===== config.mk =====
export PLATFORM = sky130hd
export DESIGN_NAME = cpu_flag_register
export DESIGN_NICKNAME = d
export VERILOG_FILES = /design/src/rtl/irq_accept.v /design/src/rtl/cpu_flag_register.v
export VERILOG_INCLUDE_DIRS = /design/src /design/src/rtl
export SDC_FILE = /design/constraint.sdc
export NUM_CORES = 1
export LEC_CHECK = 0
export BUFFER_PORTS_ARGS = -buffer_cell sky130_fd_sc_hd__buf_2
export CORE_MARGIN = 4
export CORE_UTILIZATION = 45
export CTS_BUF_LIST = sky130_fd_sc_hd__clkbuf_8
export DETAILED_ROUTE_END_ITERATION = 10
export GPL_TIMING_DRIVEN = 0
export HOLD_SLACK_MARGIN = 0.06
export PLACE_DENSITY = 0.79
export SLEW_MARGIN = 25
export SYNTH_ARGS = -nofsm -noshare
export SYNTH_HDL_FRONTEND = slang
export SYNTH_HIERARCHICAL = 1
export SYNTH_SLANG_ARGS = --single-unit
export TNS_END_PERCENT = 30

===== constraint.sdc =====
create_clock -name clk_i -period 2.6 [get_ports clk_i]
set_clock_uncertainty 0.2 [all_clocks]
set_input_delay 0.26 -clock clk_i [delete_from_list [all_inputs] [get_ports clk_i]]
set_output_delay 0.26 -clock clk_i [all_outputs]
set_load 0.01 [all_outputs]

===== src/rtl/cpu_flag_defs.vh =====
`ifndef CPU_FLAG_DEFS_VH
`define CPU_FLAG_DEFS_VH

// Register port map
`define PF_ADDR_W         4
`define PF_ADDR_FLAGS     4'h0
`define PF_ADDR_HSP       4'h1
`define PF_ADDR_TSP       4'h2
`define PF_ADDR_ACTSP     4'h3
`define PF_ADDR_STATUS    4'h4

// Flag field positions
`define PF_BIT_C          0
`define PF_BIT_D          1
`define PF_BIT_Z          2
`define PF_BIT_S          3
`define PF_BIT_B          4
`define PF_BIT_O          5
`define PF_BIT_I          6
`define PF_BIT_U          7
`define PF_PRI_LSB        8
`define PF_PRI_MSB        10
`define PF_WIDTH          11

// Reset values
`define PF_FLAGS_RESET    11'h000
`define PF_SP_RESET       16'h0000
`define PF_LEVEL_RESET    3'h0
`define PF_RDATA_RESET    16'h0000

// Fill above the flags and above the status bits on reads
`define PF_UPPER_ZERO     5'h00
`define PF_STATUS_ZERO    14'h0000

// Trap vectors that switch to the handler stack
`define PF_TRAP_U_CLR_MAX 6'h1F

`endif


===== src/rtl/irq_accept.v =====
`timescale 1ns/1ps
// Decides whether a pending interrupt may be taken
module irq_accept
(
    // Request
    input  wire       req_valid_i,
    input  wire [2:0] req_level_i,
    // Current state
    input  wire       int_enable_i,
    input  wire [2:0] cpu_priority_level_i,
    // Result
    output wire       accept_o
);

    assign accept_o = req_valid_i & int_enable_i & (req_level_i > cpu_priority_level_i);

endmodule


===== src/rtl/cpu_flag_register.v =====
// The implementer's own choices: the register addresses and the strobed register port.
`timescale 1ns/1ps
`include "cpu_flag_defs.vh"
module cpu_flag_register
#(
    parameter SP_W = 16
)
(
    // Clock and reset
    input  wire                 clk_i,
    input  wire                 srst_i,
    // Register port
    input  wire [`PF_ADDR_W-1:0] addr_i,
    input  wire [15:0]          wdata_i,
    input  wire                 wr_i,
    input  wire                 rd_i,
    output reg  [15:0]          rdata_o,
    // ALU results, each with its own update enable
    input  wire                 alu_c_we_i,
    input  wire                 alu_c_i,
    input  wire                 alu_z_we_i,
    input  wire                 alu_s_we_i,
    input  wire [15:0]          alu_result_i,
    input  wire                 alu_byte_i,
    input  wire                 alu_o_we_i,
    input  wire                 alu_o_i,
    // Core-side stack pointer writes
    input  wire                 sp_we_i,
    input  wire [SP_W-1:0]      sp_wdata_i,
    // Interrupt request and trap
    input  wire                 irq_valid_i,
    input  wire [2:0]           irq_level_i,
    input  wire                 trap_exec_i,
    input  wire [5:0]           trap_vector_i,
    // Core-facing state
    output reg                  irq_ack_o,
    output reg                  bank_sel_o,
    output reg  [SP_W-1:0]      active_sp_o,
    output reg  [2:0]           cpu_priority_level_o,
    output reg  [`PF_WIDTH-1:0] processor_flags_o
);

    // Flag state and its next value
    reg  [`PF_WIDTH-1:0] processor_flags_reg;
    reg  [`PF_WIDTH-1:0] processor_flags_next;
    // Stack pointers and their next values
    reg  [SP_W-1:0]      handler_stack_ptr_reg;
    reg  [SP_W-1:0]      handler_stack_ptr_next;
    reg  [SP_W-1:0]      task_stack_ptr_reg;
    reg  [SP_W-1:0]      task_stack_ptr_next;
    // Read data for the cycle after a read strobe
    reg  [15:0]          rdata_next;
    // Decoded conditions
    wire                 accept;
    wire                 result_zero;
    wire                 result_neg;
    wire                 trap_low;
    wire                 use_task_sp;
    wire                 sw_flag_wr;
    wire                 sw_hsp_wr;
    wire                 sw_tsp_wr;
    wire                 core_hsp_wr;
    wire                 core_tsp_wr;

    // Pointer selected by a given stack flag
    function [SP_W-1:0] pick_sp;
        input            u;
        input [SP_W-1:0] hsp;
        input [SP_W-1:0] tsp;
        begin
            pick_sp = u ? tsp : hsp;
        end
    endfunction

    // Register port write aimed at one address
    function port_wr;
        input                  we;
        input [`PF_ADDR_W-1:0] a;
        input [`PF_ADDR_W-1:0] target;
        begin
            port_wr = we & (a == target);
        end
    endfunction

    // All-zero test of a result, byte or word wide
    function is_zero;
        input        byte_op;
        input [15:0] value;
        begin
            if (byte_op)
                is_zero = (value[7:0] == 8'h00);
            else
                is_zero = (value == 16'h0000);
        end
    endfunction

    // Sign bit of a result, byte or word wide
    function sign_of;
        input        byte_op;
        input [15:0] value;
        begin
            sign_of = byte_op ? value[7] : value[15];
        end
    endfunction

    // Interrupt acceptance check
    irq_accept u_accept
    (
        .req_valid_i          (irq_valid_i),
        .req_level_i          (irq_level_i),
        .int_enable_i         (processor_flags_reg[`PF_BIT_I]),
        .cpu_priority_level_i (processor_flags_reg[`PF_PRI_MSB:`PF_PRI_LSB]),
        .accept_o             (accept)
    );

    // Result decode, byte or word width
    assign result_zero = is_zero(alu_byte_i, alu_result_i);
    assign result_neg  = sign_of(alu_byte_i, alu_result_i);

    assign trap_low    = trap_exec_i & (trap_vector_i <= `PF_TRAP_U_CLR_MAX);

    // Register port write decode
    assign sw_flag_wr  = port_wr(wr_i, addr_i, `PF_ADDR_FLAGS);
    assign sw_hsp_wr   = port_wr(wr_i, addr_i, `PF_ADDR_HSP);
    assign sw_tsp_wr   = port_wr(wr_i, addr_i, `PF_ADDR_TSP);

    assign use_task_sp = processor_flags_reg[`PF_BIT_U];
    assign core_hsp_wr = sp_we_i & ~use_task_sp;
    assign core_tsp_wr = sp_we_i & use_task_sp;

    // Next flag value; ALU and acknowledge take priority over software
    always @*
    begin
        processor_flags_next = processor_flags_reg;
        if (sw_flag_wr)
        begin
            processor_flags_next = wdata_i[`PF_WIDTH-1:0];
        end
        if (alu_c_we_i)
        begin
            processor_flags_next[`PF_BIT_C] = alu_c_i;
        end
        if (alu_z_we_i)
        begin
            processor_flags_next[`PF_BIT_Z] = result_zero;
        end
        if (alu_s_we_i)
        begin
            processor_flags_next[`PF_BIT_S] = result_neg;
        end
        if (alu_o_we_i)
        begin
            processor_flags_next[`PF_BIT_O] = alu_o_i;
        end
        if (accept)
        begin
            processor_flags_next[`PF_BIT_I] = 1'h0;
        end
        if (accept || trap_low)
        begin
            processor_flags_next[`PF_BIT_U] = 1'h0;
        end
    end

    // Flag register
    always @(posedge clk_i)
    begin
        if (srst_i)
            processor_flags_reg <= `PF_FLAGS_RESET;
        else
            processor_flags_reg <= processor_flags_next;
    end

    // Next pointer values; a core write wins over a port write
    always @*
    begin
        handler_stack_ptr_next = handler_stack_ptr_reg;
        task_stack_ptr_next    = task_stack_ptr_reg;
        if (core_hsp_wr)
        begin
            handler_stack_ptr_next = sp_wdata_i;
        end
        else if (sw_hsp_wr)
        begin
            handler_stack_ptr_next = wdata_i[SP_W-1:0];
        end
        if (core_tsp_wr)
        begin
            task_stack_ptr_next = sp_wdata_i;
        end
        else if (sw_tsp_wr)
        begin
            task_stack_ptr_next = wdata_i[SP_W-1:0];
        end
    end

    // Stack pointer registers
    always @(posedge clk_i)
    begin
        if (srst_i)
        begin
            handler_stack_ptr_reg <= `PF_SP_RESET;
            task_stack_ptr_reg    <= `PF_SP_RESET;
        end
        else
        begin
            handler_stack_ptr_reg <= handler_stack_ptr_next;
            task_stack_ptr_reg    <= task_stack_ptr_next;
        end
    end

    // Registered core outputs show the state after this edge
    always @(posedge clk_i)
    begin
        if (srst_i)
        begin
            irq_ack_o            <= 1'h0;
            bank_sel_o           <= 1'h0;
            active_sp_o          <= `PF_SP_RESET;
            cpu_priority_level_o <= `PF_LEVEL_RESET;
            processor_flags_o    <= `PF_FLAGS_RESET;
        end
        else
        begin
            irq_ack_o            <= accept;
            bank_sel_o           <= processor_flags_next[`PF_BIT_B];
            cpu_priority_level_o <= processor_flags_next[`PF_PRI_MSB:`PF_PRI_LSB];
            processor_flags_o    <= processor_flags_next;
            active_sp_o          <= pick_sp(processor_flags_next[`PF_BIT_U],
                                            handler_stack_ptr_next,
                                            task_stack_ptr_next);
        end
    end

    // Read data selection; unmapped addresses and idle cycles read zero
    always @*
    begin
        rdata_next = `PF_RDATA_RESET;
        if (rd_i)
        begin
            case (addr_i)
                `PF_ADDR_FLAGS:
                begin
                    rdata_next = {`PF_UPPER_ZERO, processor_flags_reg};
                end
                `PF_ADDR_HSP:
                begin
                    rdata_next = handler_stack_ptr_reg;
                end
                `PF_ADDR_TSP:
                begin
                    rdata_next = task_stack_ptr_reg;
                end
                `PF_ADDR_ACTSP:
                begin
                    rdata_next = pick_sp(use_task_sp, handler_stack_ptr_reg,
                                         task_stack_ptr_reg);
                end
                `PF_ADDR_STATUS:
                begin
                    rdata_next = {`PF_STATUS_ZERO, irq_ack_o, accept};
                end
                default:
                begin
                    rdata_next = `PF_RDATA_RESET;
                end
            endcase
        end
    end

    // Read data register, valid in the cycle after the strobe only
    always @(posedge clk_i)
    begin
        if (srst_i)
            rdata_o <= `PF_RDATA_RESET;
        else
            rdata_o <= rdata_next;
    end

endmodule


==> out/metrics.cfg, run 1 <==
[yosys]
synth_cell_type_count = 39
syn_avg_cell_area_sq_um = 8.64
synth_largest_area_cell = dfxtp_1
syn_inst = 389
ys_top_cells_by_area = dfxtp_1, nor2_1, o21ai_0, a311oi_1, nor2b_1
ys_ff_latch = 76
yosysTopAreaCellShare_pct = 45.3
postSynthNetCount = 467
syn_area_sq_mm = 0.00336
yosysSeqAreaShare_pct = 45.3
yosysWarnings = 6

[clock_network]
root_buffer = clkbuf_8
cts_sinks = 76
htreeDepth = 3
clk_latency_ns = 0.36
path_clk_slew_ns = 0.07
max-clock-path-buffers = 2
tritoncts = built
cts_buffers = 9

[layout]
num_antenna_cells = 0
postLayoutCellArea_sq_mm = 0.00470
synthToLayoutAreaGrowth_pct = 39.8
nets = 630
fillers = 614
final_util_pct = 64.8
drive_above_1_share_pct = 28.1

[floorplan]
initial_core_util_pct = 46.4
dieArea_sq_mm = 0.00892
num_rows = 31
top_level_ports = 123
die_h_um = 94.4
dieWidth_um = 94.4
core_sq_mm = 0.00725

[placed_design]
place_area_sq_mm = 0.00406
pre_cts_ws_ns = -0.238
portBuffers = 114
gp_congestion = 0.927
dp_hpwl_um = 8170

[global_routing]
grt-ovfl-total = 0
grtUsageTotal_pct = 27.7
grt_pass1_wl_um = 18900
antenna_found_initial = 0
grt_pass1_vias = 3894
grt_max_degree = 13

[power_and_ir_drop]
ir_drop_uv = 369
power_uw = 2680
p_leak_uw = 0.00199
p_per_area_mw_per_mm2 = 570

[setup_path]
critPathLaunchType = flip-flop
slowest_stage = dfxtp_2
crit_path_end_kind = flip-flop
cp.arrival_ns = 2.58
cp_top_family = compound AO/OA/AOI/OAI gates
worst-setup-path-type = reg -> reg
path_cells = inv_1, ha_1, nor2b_1, o311ai_1, a311oi_2, buf_4, nor3_2, nand3_4, inv_4, buf_6, a22o_1
slowest_delay_ns = 0.37
path_max_fanout = 10
required_ns = 2.69
crit_buf_inv = 4

[hold_path]
min_path_type = in -> reg

[sta]
fin_crit_sh_pct = 95.6
slew_headroom_pct = 49.3
worstMarginPinSlew_ns = 0.761
setup_ws_ns = 0.114
hold_viol = 0
setup-violations-final = 0
finalCriticalPeriod_ns = 2.49
rsz0062_at_grt = false
maxSlewViolCount = 0
clock.fmax_mhz = 402

[routing]
drc_errors = 0
antenna_left = 0
drt_wl_total_um = 12300
route.vias.total = 3969
wl_per_cell_um = 18.8
first_pass_iters = 7
drt_first_iter_violations = 569
vias_per_cell = 6.06

[flow_run]
cap_violations = 0

[status]
status = complete, no violations

==> metrics by stage <==
step	setup TNS [ns]	hold slack [ns]	cells
final	0	0.0677	655
after global routing	0	0.0669	655
after CTS	0	0.0638	654
after detailed placement	-2.50	0.267	602
after global placement	-2.25	0.258	602
after floorplan	0	0.160	389
==> placed cells by master, fill, tap and decap left out, types with 4 or more instances in the layout <==
cell	Yosys	layout
a21oi_1	20	20
o21ai_0	33	33
nand2b_1	4	4
a22oi_1	5	5
nand2_1	15	14
dfxtp_1	76	75
buf_4	5	6
a211oi_1	4	4
and3_1	5	5
clkbuf_1	23	21
nor2b_1	20	20
nand3_1	18	18
a22o_1	13	13
o2bb2ai_1	6	6
a311oi_1	17	16
nor2_1	54	53
inv_1	3	4
a222oi_1	9	9
dlygate4sd3_1	0	37
clkbuf_8	0	10
nor3_1	7	6
buf_2	5	119
mux2i_1	4	4
a31oi_1	16	16
==> synth_stat cells <==
library cell   n
ha_1           3
and2_1         1
clkbuf_1      23
a31oi_1       16
nand3_4        1
nor3b_1        1
buf_4          5
buf_6          3
nor4_1         3
o2bb2ai_1      6
or3_4          1
buf_1          3
a21oi_1       20
inv_4          1
mux2i_1        4
a211oi_1       4
nand2b_1       4
a222oi_1       9
and3_1         5
or2_2          1
o311ai_1       1
or4b_2         1
nand3_1       18
a311oi_1      17
nand2_1       15
dfxtp_1       76
inv_1          3
a22oi_1        5
nor2b_1       20
or3b_1         1
a21o_1         2
nand3_2        1
nor3_1         7
a22o_1        13
a221oi_1       2
nor2_1        54
o21ai_0       33
nor3_2         1
buf_2          5
==> cells by family (layout without fill, tap and decap cells) <==
family	Yosys count	in the layout	synth area share [%]
simple gates	135	135	20.0
compound gates	128	128	26.2
flops	76	76	45.3
buf+inv	43	210	6.29
mux	4	4	1.19
fa+ha+maj	3	3	1.12
==> cell type report <==
cell class	instances	area [sq um]	share of cell area [%]
Tap cell	99	124	2.64
Multi-Input combinational cell	270	1650	35.2
Inverter	4	17.5	0.373
Sequential cell	76	1520	32.4
Buffer	39	196	4.18
Clock buffer	10	138	2.93
Clock inverter	5	101	2.16
Timing Repair Buffer	152	948	20.2
==> worst reg2reg max path: cells and delay by family, from the launching register on <==
| kind | cells | cell delay (ns) |
|---|---|---|
| and+or+nand+nor | 3 | 0.51 |
| adders and majority gates | 1 | 0.29 |
| DFF | 1 | 0.37 |
| buffers and inverters | 4 | 0.52 |
| AOI/OAI and AO/OA | 3 | 0.53 |
==> where the power goes <==
| part | switching [uW] | leakage, uW | internal [uW] |
|---|---|---|---|
| Sequential | 23.4 | 0.000622 | 1210 |
| Combinational | 203 | 0.00125 | 164 |
| Clock | 423 | 0.000120 | 655 |
==> what timing repair did <==
action / in CTS / in global routing
pin swaps: 1 / 1
buffers inserted: 0 / 1
endpoints found under the setup margin: 17 / 17
hold buffers: 37 / 0
hold endpoints to repair: 31 / 0
gates resized for setup: 1 / 9
==> per-layer routing <==
| layer | part of all wire, % | up-vias | track usage, % |
|---|---|---|---|
| li1 | - | 1760 | - |
| met4 | 3.0 | 0 | 12.3 |
| met3 | 11 | 55 | 5.98 |
| met2 | 48 | 298 | 46.9 |
| met1 | 37 | 1856 | 33.7 |
| met5 | 0 | - | 0 |
==> path summary, 6_finish.rpt <==
kind / from / endpoint / slack (ns) / cells past startpoint
worst min-delay path: alu_result_i[15] / processor_flags_o[3] / 0.07 / 3
worst min register to register: processor_flags_o[1] / processor_flags_o[1] / 0.27 / 2
worst max-delay path: cpu_priority_level_o[1] / active_sp_o[5] / 0.11 / 11
worst max register to register: cpu_priority_level_o[1] / active_sp_o[5] / 0.11 / 11
No activity file was read; power rests on OpenSTA's default activity.
==> run 2: changes to the inputs <==
REMOVE_ABC_BUFFERS = 1   (was unset)
==> out/metrics.cfg, run 2 (synthesis results as in run 1) <==
[power_and_ir_drop]
ir_drop_uv = 262
power_uw = 2440
p_per_area_mw_per_mm2 = 536
p_leak_uw = 0.00192

[global_routing]
grtUsageTotal_pct = 25.4
met1_usage_pct = 29.3
antenna_found_initial = 0
grt.busiest_layer = met2
grt_pass1_wl_um = 17400
grtUsageMet3_pct = 5.66
grt_pass1_vias = 3655
met2_usage_pct = 44.0
grt_max_degree = 46
grt-ovfl-total = 0

[setup_path]
rrSetupSlack_ns = 0.05
r2r_cells = 9
crit_path_end_kind = flip-flop
worst-setup-path-type = reg -> reg
critical_path.startpoint = cpu_priority_level_o[1]
r2r-start = cpu_priority_level_o[1]
critPathLaunchType = flip-flop
path_max_fanout = 14
required_ns = 2.64
worstReg2RegEnd = active_sp_o[14]
cp.arrival_ns = 2.59

[clock_network]
cts_buffers = 9
htreeDepth = 3
tritoncts = built
path_clk_slew_ns = 0.07
cts_sinks = 76
max-clock-path-buffers = 2
clk_latency_ns = 0.35
root_buffer = clkbuf_8

[layout]
layout_common_cells = buf_2, dfxtp_1, nor2_1
drive_above_1_share_pct = 28.5
postLayoutCellArea_sq_mm = 0.00455
synthToLayoutAreaGrowth_pct = 35.2
mostFrequentLayoutCell = buf_2
num_antenna_cells = 0
fillers = 626
nets = 601

[placed_design]
gp_congestion = 0.783
dp_hpwl_um = 7020
portBuffers = 117
place_area_sq_mm = 0.00391

[floorplan]
core_sq_mm = 0.00725
die_h_um = 94.4
dieArea_sq_mm = 0.00892
num_rows = 31
top_level_ports = 123
dieWidth_um = 94.4
initial_core_util_pct = 46.4

[sta]
fin_crit_sh_pct = 98.2
worstMarginPinSlew_ns = 0.902
maxSlewViolCount = 0
finalCriticalPeriod_ns = 2.55
hold_viol = 0
fin_hold_ws_ns = 0.0670
slew_headroom_pct = 39.9
clock.fmax_mhz = 392
setup-violations-final = 0

[hold_path]
hold_depth = 3
hold_end = processor_flags_o[3]
holdCritStartpoint = alu_result_i[15]
min_path_type = in -> reg

[routing]
drt_first_iter_violations = 322
antenna_left = 0
first_pass_iters = 8
drt_wl_total_um = 11300
wl_per_cell_um = 18.0
vias_per_cell = 5.89
drc_errors = 0
route.vias.total = 3688

[flow_run]
cap_violations = 0

[status]
status = complete, no violations

## run 2: cell types whose count changed in the layout (fill, tap and decap cells not counted), moves of 3 or more
| cell | change |
|---|---|
| clkbuf_1 | -21 |
| dlygate4sd3_1 | +3 |
| clkbuf_8 | +3 |
| buf_6 | -3 |
| buf_1 | -3 |
| bufinv_16 | -3 |
## run 2: layout make-up
cell class              count  area (sq um)  share of cell area, %
well taps                  99           124                   2.72
repair buffers            162          1040                   22.8
clock buffers              13           179                   3.94
flip-flops and latches     76          1520                   33.5
multi-input cells         270          1660                   36.5
clock inverters             2          8.76                  0.193
inverters                   4          17.5                  0.385
## run 2: how the worst max path moves through the flow
| stage | slack [ns] | end | cells past startpoint |
|---|---|---|---|
| after detailed placement | -0.09 | active_sp_o[14] | 9 |
| after global placement | -2.91 | processor_flags_o[3] | 5 |
| after floorplan | -1.05 | processor_flags_o[3] | 4 |
| after CTS | 0.002 | active_sp_o[2] | 8 |
| final | 0.05 | active_sp_o[14] | 9 |
| after global routing | -0.04 | active_sp_o[13] | 9 |
## run 2: through the flow
stage,setup WS (ns),utilization (%),setup TNS (ns),std cells
2_1_floorplan,-1.05,-,-40.57,350
3_3_place_gp,-2.91,53.5,-120.42,566
3_5_place_dp,-0.0860,53.9,-0.846,569
4_1_cts,0.00183,62.1,0,624
5_1_grt,-0.0402,62.7,-0.108,626
6_report,0.0466,62.7,0,626
## run 2: per-layer routing
metal	share of wire, %	wire (um)
met1	38	4250
met3	10	1180
met5	0	0
met2	49	5540
met4	2.9	327
## run 2: critical path: stages, from the launching register on
cell and delay (ns):
dfxtp_1 0.40, inv_1 0.06, ha_1 0.30, nor2b_1 0.15, o311ai_1 0.12, a311oi_2 0.53
nor3_2 0.14, nand3_4 0.17, inv_4 0.11, a22o_1 0.25
## run 2: where the power goes
| part | internal (uW) | switching (uW) | leakage, uW | total [uW] |
|---|---|---|---|---|
| sequential | 1210 | 21.2 | 0.000622 | 1230 |
| combinational | 161 | 189 | 0.00120 | 349 |
| clock | 441 | 411 | 0.000103 | 853 |
| total | 1810 | 621 | 0.00192 | 2440 |
## run 2: repair_timing
action	in CTS	in global routing
resized for setup	1	2
buffers inserted	0	2
endpoints found under the setup margin	16	16
pin swaps	0	2
hold buffers	40	0
hold endpoints to repair	31	0
==> run 3: changes to the inputs <==
MAX_ROUTING_LAYER = met4   (was unset)
==> out/metrics.cfg, run 3 (synthesis results as in run 1) <==
[sta]
clock.fmax_mhz = 395
hold_viol = 0
worstMarginPinSlew_ns = 0.887
setup-violations-final = 0
setup_ws_ns = 0.0713
maxSlewViolCount = 0
finalCriticalPeriod_ns = 2.53
fin_hold_ws_ns = 0.0684
fin_crit_sh_pct = 97.3
slew_headroom_pct = 40.8

[clock_network]
path_clk_slew_ns = 0.08
max-clock-path-buffers = 2
cts_buffers = 9
cts_sinks = 76
tritoncts = built
clk_latency_ns = 0.35
htreeDepth = 3
root_buffer = clkbuf_8

[placed_design]
dp_hpwl_um = 7020
gp_congestion = 0.794
portBuffers = 117
place_area_sq_mm = 0.00391
pre_cts_ws_ns = -0.0860

[setup_path]
path_cells = inv_1, ha_1, nor2b_1, o311ai_1, a311oi_2, nor3_2, nand3_4, inv_4, a22o_1
worst-setup-path-type = reg -> reg
path_max_fanout = 14
crit_path_end_kind = flip-flop
required_ns = 2.64
slowest_stage = a311oi_2
critPathLaunchType = flip-flop
slowest_delay_ns = 0.51
r2r_cells = 9
cp.arrival_ns = 2.57

[floorplan]
dieArea_sq_mm = 0.00892
dieWidth_um = 94.4
initial_core_util_pct = 46.4
die_h_um = 94.4
top_level_ports = 123
num_rows = 31
core_sq_mm = 0.00725

[global_routing]
grtUsageTotal_pct = 26.1
grt_max_degree = 46
grt-ovfl-total = 0
grt_pass1_wl_um = 17400
grt_pass1_vias = 3649
antenna_found_initial = 0

[layout]
final_util_pct = 62.7
layout_common_cells = buf_2, dfxtp_1, nor2_1
nets = 601
synthToLayoutAreaGrowth_pct = 35.2
postLayoutCellArea_sq_mm = 0.00455
mostFrequentLayoutCell = buf_2
drive_above_1_share_pct = 28.5
num_antenna_cells = 0

[status]
status = complete, no violations

[routing]
vias_per_cell = 5.90
drt_wl_total_um = 11200
route.vias.total = 3695
antenna_left = 0
wl_per_cell_um = 17.8
first_pass_iters = 4
drc_errors = 0
drt_first_iter_violations = 315

[power_and_ir_drop]
p_leak_uw = 0.00192
ir_drop_uv = 262
power_uw = 2440
p_per_area_mw_per_mm2 = 536

[flow_run]
cap_violations = 0

[hold_path]
hold_depth = 3
min_path_type = in -> reg

==> run 3: cell counts in the layout (fill, tap and decap cells not counted) <==
Identical to the previous run, type by type.
==> run 3: report_power, final <==
part | internal, uW | switching [uW] | leakage (uW)
logic | 161 | 188 | 0.00120
clock network | 441 | 412 | 0.000103
registers | 1210 | 21.1 | 0.000622
total | 1810 | 622 | 0.00192
==> run 3: routing by layer <==
| layer | global-route usage [%] | vias up | part of all wire [%] | wire length (um) |
|---|---|---|---|---|
| li1 | - | 1702 | - | - |
| met1 | 29.5 | 1711 | 38 | 4230 |
| met2 | 44.0 | 253 | 50 | 5560 |
| met3 | 5.42 | 29 | 9.8 | 1100 |
| met4 | 12.8 | 0 | 2.5 | 284 |
| met5 | - | - | 0 | 0 |
==> run 3: path summary, 6_finish.rpt <==
check	from	to	slack, ns
worst min register to register	processor_flags_o[1]	processor_flags_o[1]	0.28
worst min-delay path	alu_result_i[15]	processor_flags_o[3]	0.07
worst max register to register	cpu_priority_level_o[1]	active_sp_o[14]	0.07
worst max-delay path	cpu_priority_level_o[1]	active_sp_o[14]	0.07
==> run 3: cell type report <==
cell class | count | area [sq um]
Fill cell | 626 | 2710
Multi-Input combinational cell | 270 | 1660
Sequential cell | 76 | 1520
Timing Repair Buffer | 162 | 1040
Clock buffer | 13 | 179
Tap cell | 99 | 124
Inverter | 4 | 17.5
Clock inverter | 2 | 8.76
==> run 3: repair_timing <==
action                                 in CTS  in global routing
hold buffers                               40                  0
endpoints found under the hold margin      31                  0
setup endpoints to repair                  16                 16
pin swaps                                   0                  2
setup buffers                               0                  2
gates resized for setup                     1                  2
==> run 3: worst max-delay path, delay by kind of cell, from the launching register on <==
| kind | cells | cell delay [ns] |
|---|---|---|
| AOI/OAI and AO/OA | 3 | 0.88 |
| buffers and inverters | 2 | 0.17 |
| adders and majority gates | 1 | 0.30 |
| DFF | 1 | 0.40 |
| and+or+nand+nor | 3 | 0.46 |
==> run 3: stage by stage <==
stage / TNS, ns / std cells
after floorplan: -40.57 / 350
after global placement: -120.42 / 566
after detailed placement: -0.846 / 569
after CTS: 0 / 624
after global routing: -0.110 / 626
final: 0 / 626
